File: config.mk
export PLATFORM = sky130hd
export DESIGN_NAME = rat_seq
export DESIGN_NICKNAME = d
export VERILOG_FILES = /design/src/hdl/rat_pkg.sv /design/src/hdl/rat_pulse.sv /design/src/hdl/rat_res_mem.sv /design/src/hdl/rat_seq.sv
export SDC_FILE = /design/constraint.sdc
export NUM_CORES = 2
export LEC_CHECK = 0
export BUFFER_PORTS_ARGS = -buffer_cell sky130_fd_sc_hd__buf_2
export CAP_MARGIN = 10
export CORE_MARGIN = 10
export CORE_UTILIZATION = 55
export CTS_BUF_LIST = sky130_fd_sc_hd__clkbuf_16
export DETAILED_ROUTE_END_ITERATION = 6
export GPL_TIMING_DRIVEN = 0
export PLACE_DENSITY_LB_ADDON = 0.3
export SYNTH_ARGS = -nofsm -noshare
export SYNTH_HDL_FRONTEND = slang
export SYNTH_SLANG_ARGS = --single-unit
File: constraint.sdc
create_clock -name clk -period 31.7 [get_ports clk]
set_input_delay 3.17 -clock clk [delete_from_list [all_inputs] [get_ports clk]]
set_output_delay 3.17 -clock clk [all_outputs]
set_load 0.005 [all_outputs]
File: src/hdl/rat_pkg.sv
// Package of constants, tables and types for the redundant autotest sequencer
package rat_pkg;
	localparam int unsigned CLK_MHZ = 200;

	// Register offsets (byte addresses)
	localparam logic [7:0] A_CTRL   = 8'h00;
	localparam logic [7:0] A_IVL    = 8'h04;
	localparam logic [7:0] A_INSEL  = 8'h08;
	localparam logic [7:0] A_OUTSEL = 8'h0c;
	localparam logic [7:0] A_NRMEN  = 8'h10;
	localparam logic [7:0] A_STAT   = 8'h14;
	localparam logic [7:0] A_RES    = 8'h20;
	localparam logic [7:0] A_RES_HI = 8'h3c;

	// Field positions and reset values
	localparam int          B_EN     = 0;
	localparam int          B_ID     = 1;
	localparam int          B_W32    = 3;
	localparam logic [15:0] IVL_RST  = 16'h003c;
	localparam logic [31:0] ZERO_RST = 32'h0000_0000;

	// Times in their own units, then cycles
	localparam real         T_PMIN_MS = 1.7;
	localparam real         T_PMAX_MS = 20.0;
	localparam real         T_GMIN_MS = 5.0;
	localparam real         T_GMAX_MS = 15.0;
	localparam real         T_ON1_MS  = 5.0;
	localparam real         T_ON2_MS  = 7.5;
	localparam real         T_IN_MS   = 5.0;
	localparam int unsigned T_MIN_S   = 60;
	localparam int unsigned C_PMIN = int'($ceil(T_PMIN_MS * 1.0e3 * CLK_MHZ));
	localparam int unsigned C_PMAX = int'($floor(T_PMAX_MS * 1.0e3 * CLK_MHZ));
	localparam int unsigned C_GMIN = int'($ceil(T_GMIN_MS * 1.0e3 * CLK_MHZ));
	localparam int unsigned C_GMAX = int'($floor(T_GMAX_MS * 1.0e3 * CLK_MHZ));
	localparam int unsigned C_ON1  = int'($ceil(T_ON1_MS * 1.0e3 * CLK_MHZ));
	localparam int unsigned C_ON2  = int'($ceil(T_ON2_MS * 1.0e3 * CLK_MHZ));
	localparam int unsigned C_IN   = int'($ceil(T_IN_MS * 1.0e3 * CLK_MHZ));
	localparam longint unsigned C_MIN = longint'(T_MIN_S) * 64'd1000000 * longint'(CLK_MHZ);

	localparam logic [2:0] RETRY_MAX = 3'd7;
	localparam logic [1:0] LAST_PASS = 2'd3;
	localparam logic [2:0] LAST_WORD = 3'd6;

	// Input circuit sets and per-cycle rotation
	localparam logic [15:0] M16 [3] = '{16'h2a55, 16'h00aa, 16'h5500};
	localparam logic [31:0] M32 [4] = '{32'h11111111, 32'h02222222, 32'h04444444, 32'h88880888};
	localparam logic [1:0]  SH16 [4] = '{2'd0, 2'd1, 2'd2, 2'd0};
	localparam logic [1:0]  SH32 [4] = '{2'd0, 2'd0, 2'd1, 2'd2};

	// Output block roles per pass: C, B, A
	localparam logic [1:0] ROLE_C [4] = '{2'd2, 2'd3, 2'd0, 2'd1};
	localparam logic [1:0] ROLE_B [4] = '{2'd1, 2'd0, 2'd3, 2'd2};
	localparam logic [1:0] ROLE_A [4] = '{2'd0, 2'd1, 2'd2, 2'd3};

	typedef enum logic [3:0] {
		ST_IDLE, ST_IN_RUN, ST_IN_CHK, ST_ANN, ST_SNAP, ST_COND, ST_OVR_C, ST_PUL_B,
		ST_OVR_B, ST_PUL_A, ST_RST, ST_CAN_C, ST_CAN_B, ST_REPORT, ST_DONE
	} rat_st_e;

	typedef struct packed {
		logic [1:0]  pblk;
		logic [15:0] pinv;
		logic [1:0]  cblk;
		logic [15:0] ovr_on;
		logic [1:0]  bblk;
		logic [15:0] ovr_off;
		logic        blk_reset;
	} rat_out_ctl_s;

	typedef struct packed {
		logic [2:0]       feed_off;
		logic [2:0][31:0] chan_on;
	} rat_in_ctl_s;
endpackage : rat_pkg

File: src/hdl/rat_pulse.sv
// Pulse tester for one output block of the group
`timescale 1ns/10ps
module rat_pulse #(
	parameter int unsigned PMIN = rat_pkg::C_PMIN,
	parameter int unsigned PMAX = rat_pkg::C_PMAX,
	parameter int unsigned GMIN = rat_pkg::C_GMIN,
	parameter int unsigned GMAX = rat_pkg::C_GMAX,
	parameter int unsigned ON1  = rat_pkg::C_ON1,
	parameter int unsigned ON2  = rat_pkg::C_ON2
) (
	input  wire logic        clk,
	input  wire logic        rst_n,
	input  wire logic        start,
	input  wire logic [15:0] sel,
	input  wire logic [15:0] cmd_snap,
	input  wire logic [15:0] cmd_live,
	input  wire logic [15:0] fb,
	output logic      [15:0] inv_q,
	output logic             done_q,
	output logic      [15:0] fail_q,
	output logic             void_q
);
	import rat_pkg::*;

	logic        busy_q;
	logic        gap_q;
	logic [2:0]  att_q;
	logic [31:0] cnt_q;
	logic [15:0] poff_q;
	logic [15:0] pon_q;
	logic [31:0] t_off;
	logic [31:0] t_on;
	logic [31:0] t_win;
	logic [31:0] t_gap;
	logic        on_act;

	// Longer pulse and gap on every retry
	assign t_off  = 32'(PMIN + (32'(att_q) * (PMAX - PMIN)) / 7);
	assign t_gap  = 32'(GMIN + (32'(att_q) * (GMAX - GMIN)) / 7);
	assign t_on   = (att_q == 3'd0) ? 32'(ON1) : 32'(ON2);
	assign on_act = (att_q < 3'd2) && (pon_q != 16'h0000);
	assign t_win  = (on_act && t_on > t_off) ? t_on : t_off;

	always_ff @(posedge clk or negedge rst_n) begin
		if (!rst_n) begin
			busy_q <= 1'b0;
			gap_q  <= 1'b0;
			att_q  <= 3'd0;
			cnt_q  <= 32'h0;
			poff_q <= 16'h0000;
			pon_q  <= 16'h0000;
			inv_q  <= 16'h0000;
			done_q <= 1'b0;
			fail_q <= 16'h0000;
			void_q <= 1'b0;
		end else begin
			done_q <= 1'b0;
			if (start) begin
				busy_q <= 1'b1;
				gap_q  <= 1'b0;
				att_q  <= 3'd0;
				cnt_q  <= 32'h0;
				poff_q <= sel & ~cmd_snap;
				pon_q  <= sel & cmd_snap;
				void_q <= 1'b0;
			end else if (busy_q && ((cmd_live & sel) != (cmd_snap & sel))) begin
				busy_q <= 1'b0;
				inv_q  <= 16'h0000;
				fail_q <= 16'h0000;
				void_q <= 1'b1;
				done_q <= 1'b1;
			end else if (busy_q && !gap_q) begin
				// Only still-failing points are pulsed
				inv_q <= (poff_q & {16{cnt_q < t_off}}) | (pon_q & {16{on_act && cnt_q < t_on}});
				if (cnt_q == t_off - 32'd1) begin
					poff_q <= poff_q & ~(fb ^ cmd_snap);
				end
				if (on_act && cnt_q == t_on - 32'd1) begin
					pon_q <= pon_q & ~(fb ^ cmd_snap);
				end
				if (cnt_q >= t_win - 32'd1) begin
					gap_q <= 1'b1;
					cnt_q <= 32'h0;
				end else begin
					cnt_q <= cnt_q + 32'd1;
				end
			end else if (busy_q) begin
				inv_q <= 16'h0000;
				if (cnt_q < t_gap - 32'd1) begin
					cnt_q <= cnt_q + 32'd1;
				end else if (att_q == RETRY_MAX || (poff_q == 16'h0000 && (pon_q == 16'h0000
						|| att_q != 3'd0))) begin
					busy_q <= 1'b0;
					fail_q <= poff_q | pon_q;
					done_q <= 1'b1;
				end else begin
					att_q <= att_q + 3'd1;
					gap_q <= 1'b0;
					cnt_q <= 32'h0;
				end
			end
		end
	end
endmodule : rat_pulse

File: src/hdl/rat_res_mem.sv
// Result store and register read-data register
`timescale 1ns/10ps
module rat_res_mem (
	input  wire logic        clk,
	input  wire logic        rst_n,
	input  wire logic        we,
	input  wire logic [2:0]  waddr,
	input  wire logic [31:0] wdata,
	input  wire logic        rd,
	input  wire logic        use_mem,
	input  wire logic [2:0]  raddr,
	input  wire logic [31:0] alt_data,
	output logic      [31:0] rdata_q
);
	import rat_pkg::*;

	logic [31:0] mem [8];

	// Cleared at reset so result words read zero before the first turn
	always_ff @(posedge clk or negedge rst_n) begin
		if (!rst_n) begin
			mem <= '{default: ZERO_RST};
		end else if (we) begin
			mem[waddr] <= wdata;
		end
	end

	// Read data stand only in the cycle after the strobe
	always_ff @(posedge clk or negedge rst_n) begin
		if (!rst_n) begin
			rdata_q <= ZERO_RST;
		end else if (rd) begin
			rdata_q <= use_mem ? mem[raddr] : alt_data;
		end else begin
			rdata_q <= ZERO_RST;
		end
	end
endmodule : rat_res_mem

File: src/hdl/rat_seq.sv
// Redundant I/O autotest sequencer top
// What this block does
// - Start pass every configured 0-65535 minute interval
// - Master role rotates among redundant PLCs
// - Rotation skips unavailable PLCs, testing continues
// - Only discrete points selected for autotest
// - One start command, block runs test alone
// - Per-circuit input autotest selection
// - Power feed pulsed off, selected channels on
// - Wrong sensed state raises input fault
// - Hold last valid inputs during test
// - Sixteen-circuit masks rotate over blocks A-C
// - Thirty-two-circuit four sets rotate likewise
// - Master announces group before testing it
// - Read diagnostics, suppress group faults meanwhile
// - Capture commanded and force states first
// - Seven-step override, pulse, reset, cancel pass
// - Repeat pass with roles D/A/B, A/D/C, B/C/D
// - Send results, log faults, next group
// - Pulse only if online, unforced, agreeing
// - Off points off-on-off, seven longer retries
// - On points on-off-on, one longer retry
// - Output change mid-test voids result
//
// Implementation choices: the strobed register port and the placing of the registers.
`timescale 1ns/10ps
module rat_seq #(
	parameter longint unsigned MIN_CYC = rat_pkg::C_MIN,
	parameter int unsigned     IN_CYC  = rat_pkg::C_IN,
	parameter int unsigned     PMIN    = rat_pkg::C_PMIN,
	parameter int unsigned     PMAX    = rat_pkg::C_PMAX,
	parameter int unsigned     GMIN    = rat_pkg::C_GMIN,
	parameter int unsigned     GMAX    = rat_pkg::C_GMAX,
	parameter int unsigned     ON1     = rat_pkg::C_ON1,
	parameter int unsigned     ON2     = rat_pkg::C_ON2
) (
	input  wire logic                  clk,
	input  wire logic                  rst_n,
	input  wire logic [7:0]            reg_addr,
	input  wire logic [31:0]           reg_wdata,
	input  wire logic                  reg_wr,
	input  wire logic                  reg_rd,
	output logic      [31:0]           reg_rdata,
	input  wire logic [2:0]            plc_up,
	input  wire logic                  peer_ann,
	input  wire logic                  peer_done_tgl,
	input  wire logic [2:0][31:0]      in_raw,
	output logic      [2:0][31:0]      in_held_q,
	output rat_pkg::rat_in_ctl_s       in_ctl_q,
	input  wire logic [3:0][15:0]      out_fb,
	input  wire logic [15:0]           out_cmd,
	input  wire logic [15:0]           out_forced,
	input  wire logic [15:0]           out_hwf,
	input  wire logic [3:0]            blk_online,
	input  wire logic                  grp_ovr,
	output rat_pkg::rat_out_ctl_s      out_ctl_q,
	output logic                       ann_q,
	output logic                       diag_rd_q,
	output logic                       suppress_q,
	output logic                       rpt_tgl_q,
	output logic                       master_q
);
	import rat_pkg::*;

	localparam int SW = 202;

	logic [SW-1:0]     sa_q;
	logic [SW-1:0]     sb_q;
	logic [2:0]        up_s;
	logic              pann_s;
	logic              pdone_s;
	logic [2:0][31:0]  in_s;
	logic [3:0][15:0]  fb_s;
	logic [15:0]       frc_s;
	logic [15:0]       hwf_s;
	logic [3:0]        onl_s;
	logic              ovr_s;
	logic              pdone_q;
	logic              pann_q;
	logic              en_q;
	logic [1:0]        id_q;
	logic              w32_q;
	logic [15:0]       ivl_q;
	logic [31:0]       insel_q;
	logic [15:0]       outsel_q;
	logic [15:0]       nrm_q;
	rat_st_e           st_q;
	logic [35:0]       pre_q;
	logic [15:0]       min_q;
	logic [1:0]        mst_q;
	logic [1:0]        cyc_q;
	logic [1:0]        pass_q;
	logic [31:0]       cnt_q;
	logic [2:0]        widx_q;
	logic [15:0]       snap_q;
	logic [15:0]       fsnap_q;
	logic [3:0][15:0]  oflt_q;
	logic [2:0][31:0]  iflt_q;
	logic [2:0][31:0]  imask;
	logic              go;
	logic              turn_end;
	logic              cond_ok;
	logic              pu_start;
	logic [15:0]       pu_inv;
	logic              pu_done;
	logic [15:0]       pu_fail;
	logic              pu_void;
	logic [31:0]       alt_data;
	logic [31:0]       mem_wdata;

	// Every pin-side input except out_cmd passes two flops first
	always_ff @(posedge clk or negedge rst_n) begin
		if (!rst_n) begin
			sa_q <= '0;
			sb_q <= '0;
		end else begin
			sa_q <= {plc_up, peer_ann, peer_done_tgl, in_raw, out_fb, out_forced, out_hwf,
				blk_online, grp_ovr};
			sb_q <= sa_q;
		end
	end
	assign {up_s, pann_s, pdone_s, in_s, fb_s, frc_s, hwf_s, onl_s, ovr_s} = sb_q;

	// Register writes
	always_ff @(posedge clk or negedge rst_n) begin
		if (!rst_n) begin
			en_q     <= 1'b0;
			id_q     <= 2'd0;
			w32_q    <= 1'b0;
			ivl_q    <= IVL_RST;
			insel_q  <= ZERO_RST;
			outsel_q <= 16'h0000;
			nrm_q    <= 16'h0000;
		end else if (reg_wr) begin
			unique case (reg_addr)
				A_CTRL: begin
					en_q  <= reg_wdata[B_EN];
					id_q  <= reg_wdata[B_ID +: 2];
					w32_q <= reg_wdata[B_W32];
				end
				A_IVL:    ivl_q    <= reg_wdata[15:0];
				A_INSEL:  insel_q  <= reg_wdata;
				A_OUTSEL: outsel_q <= reg_wdata[15:0];
				A_NRMEN:  nrm_q    <= reg_wdata[15:0];
				default: ;
			endcase
		end
	end

	always_comb begin
		alt_data = ZERO_RST;
		unique case (reg_addr)
			A_CTRL:   alt_data = {28'h0, w32_q, id_q, en_q};
			A_IVL:    alt_data = {16'h0, ivl_q};
			A_INSEL:  alt_data = insel_q;
			A_OUTSEL: alt_data = {16'h0, outsel_q};
			A_NRMEN:  alt_data = {16'h0, nrm_q};
			A_STAT:   alt_data = {16'h0, 1'b0, master_q, mst_q, cyc_q, pass_q, 4'(st_q), 1'b0, up_s};
			default:  alt_data = ZERO_RST;
		endcase
	end

	rat_res_mem u_mem (
		.clk      (clk),
		.rst_n    (rst_n),
		.we       (st_q == ST_REPORT),
		.waddr    (widx_q),
		.wdata    (mem_wdata),
		.rd       (reg_rd),
		.use_mem  (reg_addr >= A_RES && reg_addr <= A_RES_HI),
		.raddr    (reg_addr[4:2]),
		.alt_data (alt_data),
		.rdata_q  (reg_rdata)
	);
	// Words 0..3 output blocks, 4..6 input blocks
	assign mem_wdata = widx_q[2] ? iflt_q[widx_q[1:0]] : {16'h0, oflt_q[widx_q[1:0]]};

	// Minute timer; restarted in each PLC at every turn end so the next master starts on time
	always_ff @(posedge clk or negedge rst_n) begin
		if (!rst_n) begin
			pre_q <= 36'h0;
			min_q <= 16'h0000;
		end else if (turn_end || st_q != ST_IDLE) begin
			pre_q <= 36'h0;
			min_q <= 16'h0000;
		end else if (pre_q == 36'(MIN_CYC - 64'd1)) begin
			pre_q <= 36'h0;
			if (min_q != 16'hffff) begin
				min_q <= min_q + 16'h0001;
			end
		end else begin
			pre_q <= pre_q + 36'h1;
		end
	end

	// Master rotation over the PLCs that are up
	assign turn_end = (pdone_s != pdone_q) || (st_q == ST_DONE);
	always_ff @(posedge clk or negedge rst_n) begin
		if (!rst_n) begin
			pdone_q  <= 1'b0;
			pann_q   <= 1'b0;
			mst_q    <= 2'd0;
			master_q <= 1'b0;
		end else begin
			pdone_q <= pdone_s;
			pann_q  <= pann_s;
			if (turn_end || !up_s[mst_q]) begin
				if (up_s[(mst_q == 2'd2) ? 2'd0 : mst_q + 2'd1]) begin
					mst_q <= (mst_q == 2'd2) ? 2'd0 : mst_q + 2'd1;
				end else if (up_s[(mst_q == 2'd0) ? 2'd2 : mst_q - 2'd1]) begin
					mst_q <= (mst_q == 2'd0) ? 2'd2 : mst_q - 2'd1;
				end
			end
			master_q <= en_q && (mst_q == id_q);
		end
	end
	// Master flag lags the rotation by a cycle; without the id test a turn would restart
	assign go = master_q && (mst_q == id_q) && st_q == ST_IDLE && min_q >= ivl_q;

	// Input set per block for the present cycle
	for (genvar b = 0; b < 3; b++) begin : g_imask
		logic [1:0] sx;
		assign sx = 2'((b + int'(w32_q ? SH32[cyc_q] : SH16[cyc_q])) % 3);
		// Circuit 16 feeds sensor power and never joins a set
		assign imask[b] = insel_q & 32'hffff_7fff & (w32_q ?
			(M32[sx] | ((sx == 2'd2) ? M32[3] : 32'h0)) : {16'h0, M16[sx]});
	end

	assign cond_ok = (&onl_s) && !ovr_s && ((frc_s | hwf_s) & outsel_q) == 16'h0000 &&
		(((fb_s[0] ^ fb_s[1]) | (fb_s[0] ^ fb_s[2]) | (fb_s[0] ^ fb_s[3])) & outsel_q)
		== 16'h0000;
	assign pu_start = (st_q == ST_OVR_C) || (st_q == ST_OVR_B);

	rat_pulse #(
		.PMIN (PMIN),
		.PMAX (PMAX),
		.GMIN (GMIN),
		.GMAX (GMAX),
		.ON1  (ON1),
		.ON2  (ON2)
	) u_pulse (
		.clk      (clk),
		.rst_n    (rst_n),
		.start    (pu_start),
		.sel      (outsel_q),
		.cmd_snap (snap_q),
		.cmd_live (out_cmd),
		.fb       (fb_s[out_ctl_q.pblk]),
		.inv_q    (pu_inv),
		.done_q   (pu_done),
		.fail_q   (pu_fail),
		.void_q   (pu_void)
	);

	// Sequence state machine
	always_ff @(posedge clk or negedge rst_n) begin
		if (!rst_n) begin
			st_q   <= ST_IDLE;
			cnt_q  <= 32'h0;
			pass_q <= 2'd0;
			widx_q <= 3'd0;
		end else begin
			unique case (st_q)
				ST_IDLE: if (go) begin
					st_q  <= ST_IN_RUN;
					cnt_q <= 32'h0;
				end
				ST_IN_RUN: begin
					cnt_q <= cnt_q + 32'd1;
					if (cnt_q == IN_CYC - 32'd1) begin
						st_q <= ST_IN_CHK;
					end
				end
				ST_IN_CHK: st_q <= ST_ANN;
				ST_ANN:    st_q <= ST_SNAP;
				ST_SNAP: begin
					st_q   <= ST_COND;
					pass_q <= 2'd0;
				end
				ST_COND:  st_q <= cond_ok ? ST_OVR_C : ST_REPORT;
				ST_OVR_C: st_q <= ST_PUL_B;
				ST_PUL_B: if (pu_done) st_q <= ST_OVR_B;
				ST_OVR_B: st_q <= ST_PUL_A;
				ST_PUL_A: if (pu_done) st_q <= ST_RST;
				ST_RST:   st_q <= ST_CAN_C;
				ST_CAN_C: st_q <= ST_CAN_B;
				ST_CAN_B: begin
					if (pass_q == LAST_PASS) begin
						st_q   <= ST_REPORT;
						widx_q <= 3'd0;
					end else begin
						pass_q <= pass_q + 2'd1;
						st_q   <= ST_COND;
					end
				end
				ST_REPORT: begin
					widx_q <= widx_q + 3'd1;
					if (widx_q == LAST_WORD) begin
						st_q <= ST_DONE;
					end
				end
				ST_DONE: st_q <= ST_IDLE;
			endcase
		end
	end

	// Input self-test drive, checking and held data
	always_ff @(posedge clk or negedge rst_n) begin
		if (!rst_n) begin
			in_ctl_q  <= '0;
			in_held_q <= '0;
			iflt_q    <= '0;
			cyc_q     <= 2'd0;
		end else begin
			if (st_q == ST_IN_RUN) begin
				in_ctl_q.feed_off <= 3'b111;
				in_ctl_q.chan_on  <= imask;
			end else begin
				in_ctl_q <= '0;
			end
			if (st_q == ST_IN_RUN && cnt_q == IN_CYC - 32'd1) begin
				for (int b = 0; b < 3; b++) begin
					iflt_q[b] <= iflt_q[b] | (insel_q & 32'hffff_7fff & (imask[b] ^ in_s[b]));
				end
			end
			if (st_q == ST_IDLE) begin
				in_held_q <= in_s;
			end
			if (st_q == ST_IN_CHK) begin
				cyc_q <= cyc_q + 2'd1;
			end
			if (st_q == ST_DONE) begin
				iflt_q <= '0;
			end
		end
	end

	// Output group drive, overrides and result gathering
	always_ff @(posedge clk or negedge rst_n) begin
		if (!rst_n) begin
			out_ctl_q <= '0;
			snap_q    <= 16'h0000;
			fsnap_q   <= 16'h0000;
			oflt_q    <= '0;
		end else begin
			out_ctl_q.pinv      <= pu_inv;
			out_ctl_q.blk_reset <= (st_q == ST_RST);
			if (st_q == ST_SNAP) begin
				snap_q  <= out_cmd;
				fsnap_q <= frc_s;
			end
			unique case (st_q)
				ST_OVR_C: begin
					out_ctl_q.cblk   <= ROLE_C[pass_q];
					out_ctl_q.ovr_on <= outsel_q & ~nrm_q;
					out_ctl_q.pblk   <= ROLE_B[pass_q];
				end
				ST_PUL_B: if (pu_done && !pu_void) begin
					oflt_q[ROLE_B[pass_q]] <= oflt_q[ROLE_B[pass_q]] | pu_fail;
				end
				ST_OVR_B: begin
					out_ctl_q.bblk    <= ROLE_B[pass_q];
					out_ctl_q.ovr_off <= oflt_q[ROLE_B[pass_q]] & nrm_q & outsel_q;
					out_ctl_q.pblk    <= ROLE_A[pass_q];
				end
				ST_PUL_A: if (pu_done && !pu_void) begin
					oflt_q[ROLE_A[pass_q]] <= oflt_q[ROLE_A[pass_q]] | pu_fail;
				end
				ST_CAN_C: out_ctl_q.ovr_on <= 16'h0000;
				// Tripped outputs stay forced off until the next ST_OVR_B step rewrites ovr_off
				ST_CAN_B: out_ctl_q.ovr_off <= out_ctl_q.ovr_off & hwf_s;
				ST_DONE:  oflt_q <= '0;
				default: ;
			endcase
		end
	end

	// Peer messages and fault suppression
	always_ff @(posedge clk or negedge rst_n) begin
		if (!rst_n) begin
			ann_q      <= 1'b0;
			diag_rd_q  <= 1'b0;
			suppress_q <= 1'b0;
			rpt_tgl_q  <= 1'b0;
		end else begin
			if (st_q == ST_ANN) begin
				ann_q <= 1'b1;
			end else if (st_q == ST_DONE) begin
				ann_q <= 1'b0;
			end
			diag_rd_q  <= (st_q == ST_ANN) || (pann_s && !pann_q);
			suppress_q <= ann_q || pann_s;
			if (st_q == ST_DONE) begin
				rpt_tgl_q <= ~rpt_tgl_q;
			end
		end
	end
endmodule : rat_seq

; ---- Word level (Yosys, flattened, before mapping)
; Cells that the tools add are included.
[word_totals]
output_inout_bits = 287
reg_bits = 1409
inputBits = 262
[classes]
bitwise = 51
n_mul = 2
n_lt_le_gt_ge = 26
div = 5
add_sub_neg = 18
n_eq_ne = 54
mux = 158
reduce_logical = 86
[ops]
columns = op, count
row1 = $mux W32, 28
row2 = $mux W16, 31
row3 = $bmux W32 S2, 4
row4 = $bwmux W256, 1
row5 = $bmux W16 S2, 7
row6 = $and A16 B16 Y16, 13
row7 = $and A32 B32 Y32, 6
row8 = $mux W96, 2
row9 = $or A32 B32 Y32, 6
row10 = $pmux W32 S6, 1
row11 = $pmux W64 S3, 1
row12 = $bwmux W64, 2
row13 = $mux W64, 2
row14 = $sub A32 B1 Y32 const B, 4
row15 = $or A16 B16 Y16, 7
row16 = $mux W99, 1
row17 = $bmux W32 S3, 1
row18 = $demux W32 S3, 1
row19 = $lt A32 B32 Y1, 3
row20 = $mod A32 B3 Y32 const B, 3
row21 = $xor A32 B32 Y32, 3
row22 = $mux W36, 2
row23 = $add A32 B1 Y32 const B, 2
row24 = $demux W16 S2, 2
row25 = other kinds (78), 267

; ---- Logic depth before layout (Yosys ltp)
[depth]
ltp_word = 19
depth_mapped = 137
depth_no_buf = 115

; ---- Cells and area by module
; From an unflattened synthesis, not the netlist that was laid out.
[unflattened]
hier_cells = 8566
area_unflattened_um2 = 84424.7
[by_module_without_submodules]
columns = mod, instances, area_per_inst_um2, seq_area_each_um2, cells_each
row1 = rat_seq, 1, 39674.3, 25129.1, 3118
row2 = rat_pulse, 1, 31973.2, 2577.5, 4570
row3 = rat_res_mem, 1, 12777.3, 7206.9, 878

; ---- Worst setup path after synthesis
; No wires, ideal clock.
[synth_timing]
path_kind = register -> register
start = register u_pulse.att_q[0]
end = register u_pulse.cnt_q[13]
stages_incl_launch_ff = 115
setup_ns = 0.096
path_slack_ns = 3.523
arrival_time_ns = 28.082
period_less_slack_ns = 28.177
t_required_ns = 31.604
path_cell_list = dfrtp_1 > buf_2 > inv_1 > ha_1 > ha_1 > fa_1 > or2_1 > o211ai_2 > and3_1 > clkbuf_1 > a21oi_1 > a2111oi_1 > nor3_1 > a311o_1 > or4_1 > o211ai_2 > o211ai_4 > nor4_1 > [79 not listed] > o21ai_0 > nand2b_1 > a21oi_1 > nor2b_1 > o21ai_0 > nand2b_1 > a21oi_1 > nor2b_1 > o21ai_0 > nand2b_1 > a21oi_1 > o31ai_1 > a221oi_1 > a31oi_1 > nand2b_1 > clkbuf_1 > clkbuf_1 > o31ai_1
[synth_via]
elab_chain_cells = 12
elab_cells_between_ends = 30
classes_between = add/sub: 4 / mul: 2 / div: 2 / order compare: 4 / eq/ne: 2 / mux: 8 / reduce/logical: 8
[synth_rtl]
columns = item, line
row1 = start: declaration, rat_pulse.sv:27  ; logic [2:0] att_q;
row2 = start signal: assignment, rat_pulse.sv:97  ; att_q <= att_q + 3'd1;
row3 = $mul A3 B17 Y20, rat_pulse.sv:38  ; assign t_off = 32'(PMIN + (32'(att_q) * (PMAX - PMIN)) / 7);
row4 = $div A25 B3 Y32, rat_pulse.sv:38
row5 = $add A19 B32 Y32, rat_pulse.sv:38
row6 = $gt A32 B32 Y1, rat_pulse.sv:42  ; assign t_win = (on_act && t_on > t_off) ? t_on : t_off;
row7 = $logic_and A1 B1 Y1, rat_pulse.sv:42
row8 = $mux W32, rat_pulse.sv:42
row9 = $sub A32 B1 Y32, rat_pulse.sv:81  ; if (cnt_q >= t_win - 32'd1) begin
row10 = $ge A32 B32 Y1, rat_pulse.sv:81
row11 = $mux W32, rat_pulse.sv:81
row12 = $mux W32, rat_pulse.sv:72  ; end else if (busy_q && !gap_q) begin
row13 = $mux W32, rat_pulse.sv:66  ; end else if (busy_q && ((cmd_live & sel) != (cmd_snap & sel))) begin
row14 = $mux W32, rat_pulse.sv:58  ; if (start) begin
row15 = end signal: assignment, rat_pulse.sv:85  ; cnt_q <= cnt_q + 32'd1;
row16 = end signal: assignment, rat_pulse.sv:90  ; cnt_q <= cnt_q + 32'd1;
row17 = end: declaration, rat_pulse.sv:28  ; logic [31:0] cnt_q;
; Several ways; a longest one is shown, not always the timed one. The select of a mux whose other input is x is not followed.
; A chain may end at the register's enable or synchronous reset.

; ---- Worst setup path in the final report
[layout_timing]
start = register u_pulse.att_q[0]
end = register u_pulse.cnt_q[23]
; The elaborated chain is that of the path after synthesis.

==> key figures <==
Status
  • Status: finished, violations left
  • Failing checks: design-rule violations

Die
  • Initial core utilization: between 50% and 60%
  • Die W: between 400 and 500 um
  • Die height: 403 um
  • Core ar.: roughly 150000 sq um
  • Die area: 162000 sq um
  • IO Pins: 549
  • Site row count: 140

Layout
  • Design area: ~94000 sq um
  • Share of post-route cells with drive strength above 1: a little under a fifth
  • Area growth from synthesis to layout: 17.0%
  • Final Util: between 60% and 70%
  • Nets: about 10k
  • FILL cells: about 12k

Logic synthesis
  • Post-synthesis sequential area ratio: between 40% and 50%
  • YS warnings: 0
  • FFs w/ async S/R, synth: 100%
  • Largest family of logic cells by synthesized area: simple AND/OR/NAND/NOR gates
  • EDFF count, synth: 0
  • Number of synthesized register bits: approximately 1.4k
  • Post-synth cell types: 141
  • Post-Synth Adder-Cell Area: approximately 2.8%
  • Commonest cells post-synth: dfrtp_1, nand2_1, nor2_1, o21ai_0, a21oi_1
  • Mapped Cells: approximately 8.6k
  • Main synth FF type: dfrtp_1
  • Simple-gate share of the synthesized area: between 20% and 30%
  • Synth top area cells: dfrtp_1, nand2_1, nor2_1
  • Mean post-synth cell area: 9.36 sq um
  • Compound-cell area share of the yosys netlist: ~18%
  • Multiplexer area fraction after synthesis: under 10%
  • Share of the synthesized area in the top cell type: a little over two fifths
  • Top cell type by total area after synthesis: dfrtp_1
  • Xor/xnor share of the synthesized area: 5.29%
  • Post-Syn Area: 80600 sq um
  • Cell with the most instances after synthesis: dfrtp_1

Setup path
  • CP Class: register to register
  • Crit path DAT: ~31000 ps
  • Reg-to-reg setup timing slack: approximately 1200 ps
  • CP most frequent cell: buf_4
  • CP max-delay cell: or4_4
  • R2R Path End: u_pulse.cnt_q[23]
  • Critical path endpoint category: register
  • CP Launch Type: register
  • R2R Path Start: u_pulse.att_q[0]
  • Worst-path fanout max: 10
  • Worst Path Required: between 30000 and 40000 ps
  • Largest stage delay on the critical path: about 600 ps
  • R2R depth: 118

Global route
  • Initial antenna violation count: 32
  • First-pass GRT wire length: ~450000 um
  • Total gr overflow: 0
  • Tot GR Track Use: between 30% and 40%
  • Largest net degree at the start of global routing: around 190
  • Number of global-route vias before repair: about 73k

Clock network
  • H-tree depth: 4
  • Bufs on Longest Clock Path: 3
  • Sink Count: 1395
  • Post-CTS Hold Buffers: 0
  • CTS tree: yes
  • CTS Root Cell: clkbuf_16
  • Reg clk slew, reported paths: ~70 ps
  • Num CTS Buffers: roughly 140
  • Clk Latency, worst-skew pair: about 800 ps

Timing
  • Worst Max-Slew Pin Slew: about 1400 ps
  • Fin. max-slew vios: 0
  • Final setup violation count: 0
  • Fmax: between 30 and 40 MHz
  • Endpoints failing hold: 0
  • Rel. slew slack: under 10%
  • Crit share post-route: 96.3%
  • Final Skew: about 63 ps
  • Min Tclk post-route: 30530 ps

Placement
  • DPL Wire Length: 231000 um
  • PortBufs: ~540
  • Routability congestion estimate: ~1
  • Placed inst area: roughly 86000 sq um

Routing
  • Drt first pass iters: 7
  • DR WL/cell: between 20 and 30 um
  • Post-route antenna net violation count: 0
  • # DRC: 2
  • Via count: 76.2k
  • Vias/cell: approximately 6.6
  • WL final: between 300000 and 400000 um
  • 1st-iter DRT viols: ~9k

Run
  • Max-cap violations: 0

Hold path
  • Hold path cells: 0
  • Worst Hold Class: register to register
  • Hold endpoint: sb_q[146]
  • Hold_sp: sa_q[146]
-- cell type report --
class	instances	area (sq um)	area share (%)
flip-flops and latches	1395	34900	37.0
multi-input cells	6593	45400	48.1
diodes	21	52.6	0.0557
plain buffers	432	1950	2.07
clock buffers	142	3550	3.77
well taps	1917	2400	2.54
repair buffers	706	4170	4.42
clock inverters	115	1160	1.23
inverters	193	744	0.789
-- cells in the final DEF (no fill, tap or decap), types with 61 or more instances in the layout --
cell and n:
clkbuf_16 142, a31oi_1 82, xnor2_1 305, mux2i_1 105, inv_1 201, o21a_1 63
nand3_1 263, a21o_1 66, nor3_1 145, mux2_2 146, and3_1 136, nand2b_1 84
dfrtp_1 1388, nand2_1 1084, o21ai_0 502, and2_1 168, mux4_2 122, a22o_1 67
a21oi_1 472, ha_1 152, buf_2 575, nor4_1 89, nand4_1 176, xor2_1 136
or3_1 61, nor2_1 816, nor2b_1 93, buf_4 190, clkbuf_1 273
-- how the worst max path moves through the flow --
stage | startpoint | end | slack [ps] | cells after the start
floorplan | u_pulse.att_q[0] | u_pulse.cnt_q[13] | 3520 | 114
global placement | u_pulse.att_q[0] | u_pulse.cnt_q[13] | -7480 | 116
detailed placement | u_pulse.att_q[0] | u_pulse.cnt_q[13] | -6690 | 119
CTS | u_pulse.att_q[0] | u_pulse.cnt_q[29] | 8 | 121
global route | u_pulse.att_q[0] | u_pulse.cnt_q[25] | -350 | 120
finish | u_pulse.att_q[0] | u_pulse.cnt_q[23] | 1170 | 118
-- metrics by stage --
stage               std cells  setup TNS [ps]  hold slack, ps  worst slack (ps)
floorplan                8620               0             331              3520
global placement        11100        -2554650             332             -7480
detailed placement      11100         -359390             335             -6690
CTS                     11400               0             320              7.66
global route            11500           -8460             327              -351
finish                  11500               0             316              1170
-- critical path: cells and delay by family, from the launching register on --
family	cells	cell delay [ps]
AO/OA/AOI/OAI	44	11660
XOR/XNOR	4	1090
adder cells (fa/ha/maj)	6	1610
buffers and inverters	22	4540
flip-flops	1	500
multiplexers	4	1430
AND/OR/NAND/NOR	38	9470
-- state kept, by name, indices dropped and copies added (netlist names), 32 cells and up --
| signal | count |
|---|---|
| iflt_q | 93 |
| out_ctl_q | 55 |
| u_mem.mem | 256 |
| pre_q | 36 |
| insel_q | 32 |
| sb_q | 202 |
| cnt_q | 32 |
| oflt_q | 64 |
| in_held_q | 96 |
| in_ctl_q | 88 |
| sa_q | 202 |
| u_pulse.cnt_q | 32 |
| u_mem.rdata_q | 32 |
-- kinds of logic (layout without fill, tap and decap cells) --
family	count (synthesis)	after routing
buffers and inverters	632	1588
AND/OR/NAND/NOR	3427	3427
multiplexers	378	378
adder cells (fa/ha/maj)	176	176
other	2	31
XOR/XNOR	481	481
AO/OA/AOI/OAI	2121	2121
flip-flops	1395	1395
-- timing repair --
action / 4_1_cts / 5_1_grt
setup buffers: 47 / 97
resized for setup: 190 / 269
endpoints found under the setup margin: 65 / 65
cloned: 0 / 0
pin swaps: 29 / 76
-- per-layer routing --
layer | track usage, % | part of all wire (%)
met1 | 44.8 | 37
met2 | 58.6 | 47
met3 | 7.87 | 9.4
met4 | 20.5 | 6.3
met5 | 0 | 0.055
Power is not shown: default switching activity piles up to over one toggle a cycle in this logic, so the estimate is an artifact.
